## config.mk

```make
export PLATFORM = sky130hd
export DESIGN_NAME = table_queue_regs
export DESIGN_NICKNAME = d
export VERILOG_FILES = /design/src/include/table_queue_pkg.sv /design/src/hdl/table_index_calc.sv /design/src/hdl/table_queue_regs.sv
export SDC_FILE = /design/constraint.sdc
export NUM_CORES = 1
export LEC_CHECK = 0
export BUFFER_PORTS_ARGS = -buffer_cell sky130_fd_sc_hd__buf_2
export CORE_UTILIZATION = 59
export DETAILED_ROUTE_END_ITERATION = 7
export PLACE_DENSITY = 0.92
export SLEW_MARGIN = 20
export SYNTH_ARGS = -nofsm -noshare
export SYNTH_HDL_FRONTEND = slang
export SYNTH_SLANG_ARGS = --single-unit
```

## constraint.sdc

```tcl
create_clock -name mclk -period 6 [get_ports mclk]
set_input_delay 0.6 -clock mclk [delete_from_list [all_inputs] [get_ports mclk]]
set_output_delay 0.6 -clock mclk [all_outputs]
set_load 0.02 [all_outputs]
```

## src/include/table_queue_pkg.sv

```systemverilog
// constants, field layout and carrier types for the secure table/queue base registers
// assumes a 32-bit apb register window, byte addressed, one word per register
package table_queue_pkg;

  localparam int unsigned ADDR_W = 12;

  // register byte offsets
  localparam logic [11:0] OFF_STB_LO  = 12'h000;
  localparam logic [11:0] OFF_STB_HI  = 12'h004;
  localparam logic [11:0] OFF_STB_CFG = 12'h008;
  localparam logic [11:0] OFF_CQB_LO  = 12'h010;
  localparam logic [11:0] OFF_CQB_HI  = 12'h014;
  localparam logic [11:0] OFF_CTRL    = 12'h018;
  localparam logic [11:0] OFF_QATTR   = 12'h01c;
  localparam logic [11:0] OFF_CAPS    = 12'h020;
  localparam logic [11:0] OFF_STATUS  = 12'h024;

  // field positions
  localparam int unsigned HI_RA_POS     = 30;
  localparam int unsigned STB_ADDR_LSB  = 6;
  localparam int unsigned CQB_ADDR_LSB  = 5;
  localparam int unsigned CFG_FMT_LSB   = 16;
  localparam int unsigned CFG_SPLIT_LSB = 6;
  localparam int unsigned CTRL_XLAT_POS = 0;
  localparam int unsigned CTRL_CQEN_POS = 1;
  localparam int unsigned CTRL_REC_POS  = 2;

  // encodings and alignment figures
  localparam logic [1:0] FMT_LINEAR   = 2'h0;
  localparam logic [1:0] FMT_TWO_LVL  = 2'h1;
  localparam logic [4:0] SPLIT_4K     = 5'h06;
  localparam logic [4:0] SPLIT_16K    = 5'h08;
  localparam logic [4:0] SPLIT_64K    = 5'h0a;
  localparam logic [6:0] STB_MIN_TOP  = 7'h05;
  localparam logic [6:0] STB_LIN_ADD  = 7'h05;
  localparam logic [6:0] STB_L1_ADD   = 7'h02;
  localparam logic [6:0] CQ_MIN_TOP   = 7'h04;
  localparam logic [6:0] CQ_ENTRY_ADD = 7'h03;

  // reset values when the registers are not preset
  localparam logic [31:0] RST_ZERO = 32'h0000_0000;

  typedef struct packed {
    logic [1:0] table_format;
    logic [4:0] split;
    logic [5:0] log_entry_count;
  } table_cfg_type;

  typedef struct packed {
    logic        out_of_range;
    logic        two_level;
    logic [5:0]  eff_log;
    logic [5:0]  l1_count_log;
    logic [31:0] l1_index;
    logic [31:0] leaf_index;
  } index_result_type;

  // reserved split codes behave as the 4KB leaf split
  function automatic logic [4:0] split_eff(input logic [4:0] s);
    split_eff = (s == SPLIT_16K || s == SPLIT_64K) ? s : SPLIT_4K;
  endfunction : split_eff

  // zero address bits n..0
  function automatic logic [51:0] low_clear(input logic [51:0] a, input logic [6:0] n);
    low_clear = a;
    for (int i = 0; i < 52; i++) begin
      if (i <= int'(n)) begin
        low_clear[i] = 1'b0;
      end
    end
  endfunction : low_clear

endpackage : table_queue_pkg

```

## src/hdl/table_index_calc.sv

```systemverilog
// combinational source-id range check and two-level table indexing
// assumes configuration is stable register state of the same clock
`timescale 1ns/1ps
`default_nettype none
module table_index_calc (
  input  wire  table_queue_pkg::table_cfg_type    cfg,
  input  wire  logic [31:0]                       source_identifier,
  input  wire  logic [5:0]                        secure_source_id_width,
  output table_queue_pkg::index_result_type       result
);
  wire logic [5:0]  log_used;
  wire logic [4:0]  split_used;
  wire logic [31:0] leaf_mask;
  wire logic        two_lvl;

  assign log_used   = (cfg.log_entry_count < secure_source_id_width) ?
                      cfg.log_entry_count : secure_source_id_width;
  assign split_used = table_queue_pkg::split_eff(cfg.split);
  assign two_lvl    = (cfg.table_format == table_queue_pkg::FMT_TWO_LVL);
  assign leaf_mask  = ~(32'hffff_ffff << split_used);

  assign result.two_level    = two_lvl;
  assign result.eff_log      = log_used;
  assign result.out_of_range = (log_used < 6'h20) &&
                               ((source_identifier >> log_used) != 32'h0000_0000);
  // literal size: upper level holds max(1, 2^(size-split)) descriptors
  assign result.l1_count_log = ({1'b0, cfg.log_entry_count} > {2'h0, split_used}) ?
                               6'(cfg.log_entry_count - {1'b0, split_used}) : 6'h00;
  assign result.l1_index     = two_lvl ? (source_identifier >> split_used) : 32'h0000_0000;
  assign result.leaf_index   = two_lvl ? (source_identifier & leaf_mask) :
                               source_identifier;
endmodule : table_index_calc
`default_nettype wire

```

## src/hdl/table_queue_regs.sv

```systemverilog
// secure stream-table and command-queue base registers behind apb
// assumes an apb3 master on mclk and source-id requests from logic on mclk
//
// The APB interface to the registers and the register addresses were chosen for this implementation.
`timescale 1ns/1ps
`default_nettype none
module table_queue_regs #(
  parameter logic        TABLES_FIXED      = 1'b0,
  parameter logic        QUEUES_FIXED      = 1'b0,
  parameter logic        LEVEL_SUPPORT     = 1'b1,
  parameter logic [5:0]  SOURCE_ID_WIDTH   = 6'h10,
  parameter logic [4:0]  MAX_CMD_QUEUE_LOG = 5'h13,
  parameter logic [63:0] PRESET_STB        = 64'h0000_0000_0000_0000,
  parameter logic [31:0] PRESET_STB_CFG    = 32'h0000_0000,
  parameter logic [63:0] PRESET_CQB        = 64'h0000_0000_0000_0000
) (
  input  wire logic        mclk,
  input  wire logic        rst_b,
  input  wire logic        psel,
  input  wire logic        penable,
  input  wire logic        pwrite,
  input  wire logic [11:0] paddr,
  input  wire logic [31:0] pwdata,
  output logic [31:0]      prdata,
  output logic             pready,
  output logic             pslverr,
  input  wire logic        sid_valid,
  input  wire logic [31:0] source_identifier,
  output logic             sid_done,
  output logic             sid_abort,
  output logic             bad_source_event,
  output logic [31:0]      l1_index,
  output logic [31:0]      leaf_index,
  output logic [51:0]      table_base,
  output logic             table_read_alloc_hint,
  output logic [51:0]      cmd_queue_base,
  output logic [4:0]       cmd_queue_log,
  output logic [4:0]       cmd_queue_read_attr,
  output logic             translation_enable,
  output logic             cmd_queue_enable
);
  // register state
  logic [51:6]  stb_addr_q;
  logic         stb_ra_q;
  logic [1:0]   cfg_fmt_q;
  logic [4:0]   cfg_split_q;
  logic [5:0]   cfg_log_q;
  logic [51:5]  cqb_addr_q;
  logic         cqb_ra_q;
  logic [4:0]   cqb_log_q;
  logic         xlat_en_q;
  logic         cq_en_q;
  logic         rec_inv_q;
  logic [3:0]   qattr_q;
  // bus state
  logic         pready_q;
  logic         pslverr_q;
  logic [31:0]  prdata_q;
  // derived outputs
  logic [51:0]  tbl_base_q;
  logic         tbl_ra_q;
  logic [51:0]  cq_base_q;
  logic [4:0]   cq_log_q;
  logic [4:0]   cq_rattr_q;
  logic         sid_done_q;
  logic         sid_abort_q;
  logic         bad_evt_q;
  logic [31:0]  l1_idx_q;
  logic [31:0]  leaf_idx_q;

  // bus decode
  wire logic access_wait = psel & penable & ~pready_q;
  wire logic wr_go       = psel & penable & pready_q & pwrite;
  wire logic hit_stb_lo  = (paddr == table_queue_pkg::OFF_STB_LO);
  wire logic hit_stb_hi  = (paddr == table_queue_pkg::OFF_STB_HI);
  wire logic hit_cfg     = (paddr == table_queue_pkg::OFF_STB_CFG);
  wire logic hit_cqb_lo  = (paddr == table_queue_pkg::OFF_CQB_LO);
  wire logic hit_cqb_hi  = (paddr == table_queue_pkg::OFF_CQB_HI);
  wire logic hit_ctrl    = (paddr == table_queue_pkg::OFF_CTRL);
  wire logic hit_qattr   = (paddr == table_queue_pkg::OFF_QATTR);
  wire logic hit_caps    = (paddr == table_queue_pkg::OFF_CAPS);
  wire logic hit_status  = (paddr == table_queue_pkg::OFF_STATUS);
  wire logic any_hit     = hit_stb_lo | hit_stb_hi | hit_cfg | hit_cqb_lo | hit_cqb_hi |
                           hit_ctrl | hit_qattr | hit_caps | hit_status;

  // write guards: preset registers never change, guarded ones only while off
  wire logic stb_wr_ok = ~TABLES_FIXED & ~xlat_en_q;
  wire logic cqb_wr_ok = ~QUEUES_FIXED & ~cq_en_q;

  // index and range check
  table_queue_pkg::table_cfg_type   cfg_now;
  table_queue_pkg::index_result_type idx_res;
  assign cfg_now.table_format    = cfg_fmt_q;
  assign cfg_now.split           = cfg_split_q;
  assign cfg_now.log_entry_count = cfg_log_q;

  table_index_calc u_index (
    .cfg                    (cfg_now),
    .source_identifier      (source_identifier),
    .secure_source_id_width (SOURCE_ID_WIDTH),
    .result                 (idx_res)
  );

  // stream-table effective base
  wire logic [4:0]  split_used = table_queue_pkg::split_eff(cfg_split_q);
  wire logic [6:0]  lin_top    = {1'b0, cfg_log_q} + table_queue_pkg::STB_LIN_ADD;
  wire logic [6:0]  l1_sum     = {1'b0, cfg_log_q} + table_queue_pkg::STB_L1_ADD;
  wire logic        l1_big     = l1_sum > ({2'h0, split_used} + table_queue_pkg::STB_MIN_TOP);
  wire logic [6:0]  l1_top     = l1_big ? 7'(l1_sum - {2'h0, split_used}) :
                                 table_queue_pkg::STB_MIN_TOP;
  wire logic        fmt_two    = (cfg_fmt_q == table_queue_pkg::FMT_TWO_LVL);
  wire logic [6:0]  stb_top    = fmt_two ? l1_top : lin_top;
  wire logic [51:0] stb_full   = {stb_addr_q, 6'h00};
  wire logic [51:0] stb_eff    = table_queue_pkg::low_clear(stb_full, stb_top);

  // command-queue effective base: 16-byte entries, never below 32 bytes
  wire logic [4:0]  cq_cap     = (cqb_log_q > MAX_CMD_QUEUE_LOG) ?
                                 MAX_CMD_QUEUE_LOG : cqb_log_q;
  wire logic [6:0]  cq_sum     = {2'h0, cq_cap} + table_queue_pkg::CQ_ENTRY_ADD;
  wire logic [6:0]  cq_top     = (cq_sum > table_queue_pkg::CQ_MIN_TOP) ? cq_sum :
                                 table_queue_pkg::CQ_MIN_TOP;
  wire logic [51:0] cqb_full   = {cqb_addr_q, 5'h00};
  wire logic [51:0] cqb_eff    = table_queue_pkg::low_clear(cqb_full, cq_top);

  // read data
  wire logic [31:0] rd_stb_lo  = {stb_addr_q[31:6], 6'h00};
  wire logic [31:0] rd_stb_hi  = {1'b0, stb_ra_q, 10'h000, stb_addr_q[51:32]};
  wire logic [31:0] rd_cfg     = {14'h0000, cfg_fmt_q, 5'h00, cfg_split_q, cfg_log_q};
  wire logic [31:0] rd_cqb_lo  = {cqb_addr_q[31:5], cqb_log_q};
  wire logic [31:0] rd_cqb_hi  = {1'b0, cqb_ra_q, 10'h000, cqb_addr_q[51:32]};
  wire logic [31:0] rd_ctrl    = {29'h0000_0000, rec_inv_q, cq_en_q, xlat_en_q};
  wire logic [31:0] rd_qattr   = {28'h000_0000, qattr_q};
  wire logic [31:0] rd_caps    = {13'h0000, MAX_CMD_QUEUE_LOG, 2'h0, SOURCE_ID_WIDTH,
                                  1'b0, LEVEL_SUPPORT, 1'b0, QUEUES_FIXED, 1'b0, TABLES_FIXED};
  wire logic [31:0] rd_status  = {20'h0_0000, idx_res.l1_count_log, idx_res.eff_log};
  wire logic [31:0] rd_word    = ({32{hit_stb_lo}} & rd_stb_lo) | ({32{hit_stb_hi}} & rd_stb_hi) |
                                 ({32{hit_cfg}} & rd_cfg) | ({32{hit_cqb_lo}} & rd_cqb_lo) |
                                 ({32{hit_cqb_hi}} & rd_cqb_hi) | ({32{hit_ctrl}} & rd_ctrl) |
                                 ({32{hit_qattr}} & rd_qattr) | ({32{hit_caps}} & rd_caps) |
                                 ({32{hit_status}} & rd_status);

  // write data fields; level-less parts keep format and split at zero
  wire logic [1:0]  wr_fmt   = LEVEL_SUPPORT ?
                               pwdata[table_queue_pkg::CFG_FMT_LSB +: 2] : 2'h0;
  wire logic [4:0]  wr_split = LEVEL_SUPPORT ?
                               pwdata[table_queue_pkg::CFG_SPLIT_LSB +: 5] : 5'h00;

  // apb: one wait state so read data comes from a flop
  always_ff @(posedge mclk or negedge rst_b) begin
    if (!rst_b) begin
      pready_q  <= 1'b0;
      pslverr_q <= 1'b0;
      prdata_q  <= table_queue_pkg::RST_ZERO;
    end else begin
      pready_q  <= access_wait;
      pslverr_q <= access_wait & ~any_hit;
      if (access_wait) begin
        prdata_q <= pwrite ? table_queue_pkg::RST_ZERO : rd_word;
      end
    end
  end

  // stream-table registers
  always_ff @(posedge mclk or negedge rst_b) begin
    if (!rst_b) begin
      stb_addr_q  <= TABLES_FIXED ? PRESET_STB[51:6] : 46'h0;
      stb_ra_q    <= TABLES_FIXED ? PRESET_STB[62] : 1'b0;
      cfg_fmt_q   <= TABLES_FIXED ? PRESET_STB_CFG[17:16] : 2'h0;
      cfg_split_q <= TABLES_FIXED ? PRESET_STB_CFG[10:6] : 5'h00;
      cfg_log_q   <= TABLES_FIXED ? PRESET_STB_CFG[5:0] : 6'h00;
    end else if (wr_go && stb_wr_ok) begin
      if (hit_stb_lo) begin
        stb_addr_q[31:6] <= pwdata[31:table_queue_pkg::STB_ADDR_LSB];
      end
      if (hit_stb_hi) begin
        stb_addr_q[51:32] <= pwdata[19:0];
        stb_ra_q          <= pwdata[table_queue_pkg::HI_RA_POS];
      end
      if (hit_cfg) begin
        cfg_fmt_q   <= wr_fmt;
        cfg_split_q <= wr_split;
        cfg_log_q   <= pwdata[5:0];
      end
    end
  end

  // command-queue base register
  always_ff @(posedge mclk or negedge rst_b) begin
    if (!rst_b) begin
      cqb_addr_q <= QUEUES_FIXED ? PRESET_CQB[51:5] : 47'h0;
      cqb_ra_q   <= QUEUES_FIXED ? PRESET_CQB[62] : 1'b0;
      cqb_log_q  <= QUEUES_FIXED ? PRESET_CQB[4:0] : 5'h00;
    end else if (wr_go && cqb_wr_ok) begin
      if (hit_cqb_lo) begin
        cqb_addr_q[31:5] <= pwdata[31:table_queue_pkg::CQB_ADDR_LSB];
        cqb_log_q        <= pwdata[4:0];
      end
      if (hit_cqb_hi) begin
        cqb_addr_q[51:32] <= pwdata[19:0];
        cqb_ra_q          <= pwdata[table_queue_pkg::HI_RA_POS];
      end
    end
  end

  // control and queue attributes
  always_ff @(posedge mclk or negedge rst_b) begin
    if (!rst_b) begin
      xlat_en_q <= 1'b0;
      cq_en_q   <= 1'b0;
      rec_inv_q <= 1'b0;
      qattr_q   <= 4'h0;
    end else if (wr_go) begin
      if (hit_ctrl) begin
        xlat_en_q <= pwdata[table_queue_pkg::CTRL_XLAT_POS];
        cq_en_q   <= pwdata[table_queue_pkg::CTRL_CQEN_POS];
        rec_inv_q <= pwdata[table_queue_pkg::CTRL_REC_POS];
      end
      if (hit_qattr) begin
        qattr_q <= pwdata[3:0];
      end
    end
  end

  // effective bases and queue fetch attributes, registered for clean outputs
  always_ff @(posedge mclk or negedge rst_b) begin
    if (!rst_b) begin
      tbl_base_q <= 52'h0;
      tbl_ra_q   <= 1'b0;
      cq_base_q  <= 52'h0;
      cq_log_q   <= 5'h00;
      cq_rattr_q <= 5'h00;
    end else begin
      tbl_base_q <= stb_eff;
      tbl_ra_q   <= stb_ra_q;
      cq_base_q  <= cqb_eff;
      cq_log_q   <= cq_cap;
      cq_rattr_q <= {cqb_ra_q, qattr_q};
    end
  end

  // source-id check: one cycle from request to verdict
  always_ff @(posedge mclk or negedge rst_b) begin
    if (!rst_b) begin
      sid_done_q  <= 1'b0;
      sid_abort_q <= 1'b0;
      bad_evt_q   <= 1'b0;
      l1_idx_q    <= 32'h0000_0000;
      leaf_idx_q  <= 32'h0000_0000;
    end else begin
      sid_done_q  <= sid_valid;
      sid_abort_q <= sid_valid & xlat_en_q & idx_res.out_of_range;
      bad_evt_q   <= sid_valid & xlat_en_q & idx_res.out_of_range & rec_inv_q;
      if (sid_valid) begin
        l1_idx_q   <= idx_res.l1_index;
        leaf_idx_q <= idx_res.leaf_index;
      end
    end
  end

  assign prdata                = prdata_q;
  assign pready                = pready_q;
  assign pslverr               = pslverr_q;
  assign sid_done              = sid_done_q;
  assign sid_abort             = sid_abort_q;
  assign bad_source_event      = bad_evt_q;
  assign l1_index              = l1_idx_q;
  assign leaf_index            = leaf_idx_q;
  assign table_base            = tbl_base_q;
  assign table_read_alloc_hint = tbl_ra_q;
  assign cmd_queue_base        = cq_base_q;
  assign cmd_queue_log         = cq_log_q;
  assign cmd_queue_read_attr   = cq_rattr_q;
  assign translation_enable    = xlat_en_q;
  assign cmd_queue_enable      = cq_en_q;
endmodule : table_queue_regs
`default_nettype wire

```

== After elaboration in Yosys (flattened, before gate mapping) ==
Cells that the tools add are included.

* Bits in registers: 325
* Bits in latches: 0
* RAM bits: 0
* Bits in read-only memories: 0
* Input port bits: 82
* Output and inout bits: 218
* Logic and storage cells: 300
* Memories: 0

* Add/subtract/negate cells: 6
* Multiply operators: 0
* Divide/modulo/power cells: 0
* Order comparisons: 99
* Eq/ne operators: 11
* Shift-type cells: 3
* Mux-type cells: 103
* Bitwise operators: 38
* Reduce and logical (&&, ||, !) cells: 13

{| class="wikitable"
|+ Operator list
! operator !! number
|-
| 32-bit OR || 7
|-
| 6-bit by 7-bit <= comparator with 1-bit output, first input constant || 20
|-
| 6-bit <= comparator, first input constant || 20
|-
| 5-bit by 7-bit <= comparator with 1-bit output, first input constant || 16
|-
| 32-bit bitwise AND || 3
|-
| 5-bit by 6-bit <= comparator with 1-bit output, first input constant || 16
|-
| 32-bit two-way mux || 3
|-
| 1-bit two-way mux || 93
|-
| 32-bit by 31-bit bitwise AND with 32-bit output || 2
|-
| 4-bit by 7-bit <= comparator with 1-bit output, first input constant || 8
|-
| 12-bit by 5-bit == test with 1-bit output, second input constant || 4
|-
| 4-bit by 6-bit <= comparator with 1-bit output, first input constant || 8
|-
| 32-bit by 12-bit bitwise AND with 32-bit output || 1
|-
| 32-bit by 18-bit bitwise AND with 32-bit output || 1
|-
| 32-bit by 3-bit bitwise AND with 32-bit output || 1
|-
| 32-bit by 4-bit bitwise AND with 32-bit output || 1
|-
| 32-bit NOT || 1
|-
| 32-bit by 19-bit OR with 32-bit output || 1
|-
| 32-bit nonzero test || 1
|-
| 32-bit by 5-bit << shifter with 32-bit output, first input constant || 1
|-
| 32-bit by 5-bit >> shifter with 32-bit output || 1
|-
| 32-bit by 6-bit >> shifter with 32-bit output || 1
|-
| 12-bit by 6-bit == test with 1-bit output, second input constant || 2
|-
| 3-bit by 6-bit <= comparator with 1-bit output, first input constant || 3
|-
| 27 further kinds || 58
|}

== Longest topological paths before layout ==
* Depth after elaboration: 11
* Depth in mapped cells: 16

== Hierarchy ==
From an unflattened synthesis, not the netlist that was laid out.

* Cell total of the unflattened synthesis: 1426
* Area, all modules: 16118.0 um2

{| class="wikitable"
|+ Modules (own cells, without submodules)
! module !! times used !! cells each !! area an instance (um2)
|-
| table_queue_regs || 1 || 1080 || 13792.0
|-
| table_index_calc || 1 || 346 || 2326.0
|}

== Worst setup path after synthesis ==
Ideal clock, no wire load.

* Path kind: reg-to-reg
* Start point: register cfg_split_q[0]
* End point: register tbl_base_q[39] (netlist: table_base[39])
* Setup time: 0.126 ns
* Data arrival time: 3.706 ns
* Required time: 5.874 ns
* Setup slack: 2.168 ns
* Cell stages (with the launch flop): 15
* Path buffers: 4
* Period minus slack after synthesis: 3.832 ns
* Path through: dfrtp_1 > nor4b_4 > inv_2 > buf_6 > clkbuf_1 > clkbuf_1 > ha_1 > and3_1 > o21ai_0 > a21oi_1 > a31oi_1 > o32a_1 > or4_4 > buf_6 > o311a_1

* Cells in the longest elaborated chain, start to end: 9
* Elaborated cells on any way between the ends: 11

{| class="wikitable"
|+ RTL lines
! item !! line !! RTL
|-
| start: declaration || table_queue_regs.sv:46 || <nowiki>logic [4:0] cfg_split_q;</nowiki>
|-
| start signal: assignment || table_queue_regs.sv:169 || <nowiki>cfg_split_q <= TABLES_FIXED ? PRESET_STB_CFG[10:6] : 5'h00;</nowiki>
|-
| start signal: assignment || table_queue_regs.sv:181 || <nowiki>cfg_split_q <= wr_split;</nowiki>
|-
| 5-bit by 4-bit == test with 1-bit output || table_queue_pkg.sv:60 || <nowiki>split_eff = (s == SPLIT_16K || s == SPLIT_64K) ? s : SPLIT_4K;</nowiki>
|-
| 1-bit logical OR || table_queue_pkg.sv:60 ||
|-
| 5-bit two-way mux * || table_queue_pkg.sv:60 ||
|-
| 5-bit by 3-bit adder with 6-bit output || table_queue_regs.sv:108 || <nowiki>wire logic l1_big = l1_sum > ({2'h0, split_used} + table_queue_pkg::STB_MIN_TOP);</nowiki>
|-
| 7-bit by 6-bit greater-than comparator with 1-bit output || table_queue_regs.sv:108 ||
|-
| 7-bit two-way mux * || table_queue_regs.sv:109 || <nowiki>wire logic [6:0] l1_top = l1_big ? 7'(l1_sum - {2'h0, split_used}) :</nowiki>
|-
| 7-bit two-way mux * || table_queue_regs.sv:112 || <nowiki>wire logic [6:0] stb_top = fmt_two ? l1_top : lin_top;</nowiki>
|-
| 6-bit by 7-bit <= comparator with 1-bit output * || table_queue_pkg.sv:67 || <nowiki>if (i <= int'(n)) begin</nowiki>
|-
| 1-bit two-way mux * || table_queue_pkg.sv:67 ||
|-
| named net stb_eff[39] || table_queue_regs.sv:114 || <nowiki>wire logic [51:0] stb_eff = table_queue_pkg::low_clear(stb_full, stb_top);</nowiki>
|-
| end signal: assignment || table_queue_regs.sv:233 || <nowiki>tbl_base_q <= stb_eff;</nowiki>
|-
| end: declaration || table_queue_regs.sv:60 || <nowiki>logic [51:0] tbl_base_q;</nowiki>
|}

The timed path passes the listed nets; every way through them passes the cells marked *.
A chain may end at the register's enable or synchronous reset.

== Final worst setup path ==
* Start point: register cfg_split_q[0]
* End point: register tbl_base_q[44] (netlist: table_base[44])

The elaborated chain is that of the path after synthesis.

==> flow_metrics.env <==
export IMPL_status="finished clean"
export IMPL_drt_pass1_iter_count=7
export IMPL_finalInstanceArea_mm2=0.0174
export IMPL_period_minus_slack_ns=4.85
export IMPL_power_density_mw_per_mm2=267
export IMPL_required_ns=6.41
export IMPL_core_area_mm2=0.0243
export IMPL_start_kind="register"
export IMPL_syn_inst=1329
export IMPL_r2r_cells=15
export IMPL_holdPathEnd="stb_addr_q[23]"
export IMPL_drc=0
export IMPL_root_buffer="clkbuf_16"
export IMPL_grt_usage=0.347
export IMPL_crit_buf_inv=3
export IMPL_fmax_mhz=206
export IMPL_hp_start="pwdata[23]"
export IMPL_setup_viol=0
export IMPL_startpoint="cfg_split_q[0]"
export IMPL_ant_nets=0
export IMPL_power_mw=4.65
export IMPL_place_area_mm2=0.0162
export IMPL_cap_viol_max_count=0
export IMPL_fin_nets=1678
export IMPL_synth_edf_count=0
export IMPL_fin_cells=1929
export IMPL_finalMaxSlewViolations=0
export IMPL_cp_cell_sequence="nor4b_4 -> inv_2 -> buf_4 -> nor2_1 -> ha_1 -> inv_1 -> ha_1 -> nand3_1 -> o21ai_0 -> and2_1 -> a21boi_0 -> o32ai_1 -> a32oi_1 -> a31o_2 -> and3_1"
export IMPL_worst_slew_pin_slew_ns=1.17
export IMPL_synth_largest_area_cell="dfrtp_1"
export IMPL_synth_flop_cell="dfrtp_1"
export IMPL_holdPathStages=2
export IMPL_path_delay_family="compound AO/OA/AOI/OAI gates"
export IMPL_grt_pass1_wl_um=68400
export IMPL_drtIter0Drc=1413
export IMPL_grt_max_degree=141
export IMPL_cp_max_fo=65
export IMPL_timing_rr_end="table_base[44]"
export IMPL_ys_types=71
export IMPL_grt_pass1_vias=12200
export IMPL_dp_cells=1865
export IMPL_power_leakage_nw=9.08
export IMPL_async_flop_share=1.00
export IMPL_synth_area_leaders="dfrtp_1 56%, mux2_2 9.8%, a21oi_1 2.8%"
export IMPL_reg2reg_setup_slack_ns=1.15
export IMPL_fp_dieH_um=159
export IMPL_wl_per_cell_um=22.7
export IMPL_ys_warn_count=0
export IMPL_seq_area_frac_synth=0.556
export IMPL_fin_tns_setup_ns=0
export IMPL_ys_ff_latch=325
export IMPL_gp_congestion=0.946
export IMPL_hp_class="in2reg"
export IMPL_initial_core_util=0.601
export IMPL_path_clk_slew_ns=0.06
export IMPL_irDropWorstVdd_v=0.000235
export IMPL_ys_top_cells_by_count="325 x dfrtp_1, 127 x mux2_2, 83 x a21oi_1"
export IMPL_worst_path_most_repeated_cell="ha_1"
export IMPL_hold_viol_final=0
export IMPL_die_width_um=159
export IMPL_cts_buffers_inserted=34
export IMPL_cpPeakStageDelay_ns=0.87
export IMPL_top_level_ports=300
export IMPL_row_count=57
export IMPL_cts_tree="done"
export IMPL_detailed_place_hpwl_um=29900
export IMPL_cts_max_level=2
export IMPL_vias=12100
export IMPL_critical_path_endpoint_type="register"
export IMPL_syn_area_mm2=0.0146
export IMPL_yosysTopAreaCellShare=0.556
export IMPL_cts_buffer_depth=3
export IMPL_overflow=0
export IMPL_fin_hold_ws_ns=0.327
export IMPL_drive_gt1_frac=0.316
export IMPL_worstSkewPairLatency_ns=0.53
export IMPL_grt_antenna_before_repair=3
export IMPL_routed_via_density=6.27
export IMPL_rsz0062_at_grt="false"
export IMPL_yosysMostFrequentCell="dfrtp_1"
export IMPL_cts_sinks=325
export IMPL_cp_arrival_ns=5.26
export IMPL_worst_path_max_delay_cell="o32ai_1"
export IMPL_crit_type="reg2reg"
export IMPL_wl_um=43800
export IMPL_syn_avg_cell_area_um2=11.0
export IMPL_port_buffers=288
export IMPL_die_area_mm2=0.0254
export IMPL_slew_limit_headroom=0.219
export IMPL_syn_to_final_growth_pct=19.1
export IMPL_worst_clock_skew_ns=0.0251
export IMPL_r2r_start="cfg_split_q[0]"
export IMPL_period_share=0.809
cell type report:
type                            instances  area (um^2)
Tap cell                              324          405
Multi-Input combinational cell        835         5820
Fill cell                            1632         6890
Antenna cell                            3         7.51
Inverter                               75          282
Clock buffer                           49          998
Timing Repair Buffer                  308         1640
Sequential cell                       325         8130
Clock inverter                         10          148
how the worst max path moves through the flow:
stage / to / depth (start not counted)
CTS: table_base[7] / 14
detailed placement: table_base[7] / 14
global route: table_base[9] / 15
finish: table_base[44] / 15
global placement: table_base[7] / 14
floorplan: table_base[39] / 14
cells in the final DEF, fill, tap and decap left out, drive strengths merged, types with 8 or more instances in the layout:
| cell | synthesis | final |
|---|---|---|
| o21a | 12 | 12 |
| nor2b | 16 | 16 |
| nor3 | 15 | 15 |
| nand2b | 8 | 8 |
| a222oi | 13 | 13 |
| nand3 | 40 | 40 |
| and2 | 14 | 14 |
| o211a | 12 | 12 |
| buf | 30 | 307 |
| nor2 | 73 | 73 |
| dfrtp | 325 | 325 |
| and3 | 20 | 20 |
| conb | 2 | 20 |
| nand2 | 81 | 81 |
| o21ai | 66 | 66 |
| a21o | 14 | 14 |
| o22ai | 33 | 33 |
| a221oi | 8 | 8 |
| xnor2 | 11 | 11 |
| inv | 75 | 77 |
| mux2i | 26 | 26 |
| a22oi | 22 | 22 |
| clkbuf | 82 | 49 |
| a21oi | 83 | 83 |
| ha | 17 | 17 |
| xor2 | 9 | 9 |
| a31oi | 16 | 16 |
| mux2 | 127 | 127 |
| nor4 | 9 | 9 |
state kept, by name (all words and copies together), names as in the netlist, 2 cells and up:
register             count
l1_index                32
cqb_addr_q              47
cfg_split_q              5
qattr_q                  4
cfg_log_q                6
cqb_log_q                5
cmd_queue_base          47
cmd_queue_log            5
cmd_queue_read_attr      5
prdata                  32
cfg_fmt_q                2
stb_addr_q              46
table_base              46
leaf_index              32
kinds of logic after synthesis:
group,Yosys count,synth area share
compound gates,325,0.148
mux,153,0.116
flops,325,0.556
xor+xnor,20,0.0125
other cells,2,0.000513
buf+inv,187,0.0522
fa+ha+maj,17,0.0145
simple gates,300,0.101
routing by layer:
metal / GRT usage / part of all wire
met4: 0.180 / 0.051
met5: 0 / 0
met1: 0.453 / 0.39
met3: 0.0797 / 0.094
met2: 0.545 / 0.47
where the power goes:
part           internal [mW]  switching [mW]
Combinational         0.0738           0.182
Sequential              2.22          0.0149
Clock                   1.29           0.871
Total                   3.59            1.07
metrics by stage:
stage | worst slack [ns] | util
floorplan | 2.17 | -
global placement | 1.58 | 0.668
detailed placement | 1.41 | 0.668
CTS | 1.32 | 0.715
global route | 0.907 | 0.717
finish | 1.15 | 0.717
what timing repair did:
item                                   CTS  global route
setup buffers                            0             0
hold buffers                             0             1
gates resized for setup                  0             0
endpoints found under the hold margin    0            40
Note: power is estimated with default switching activity, not from simulation.
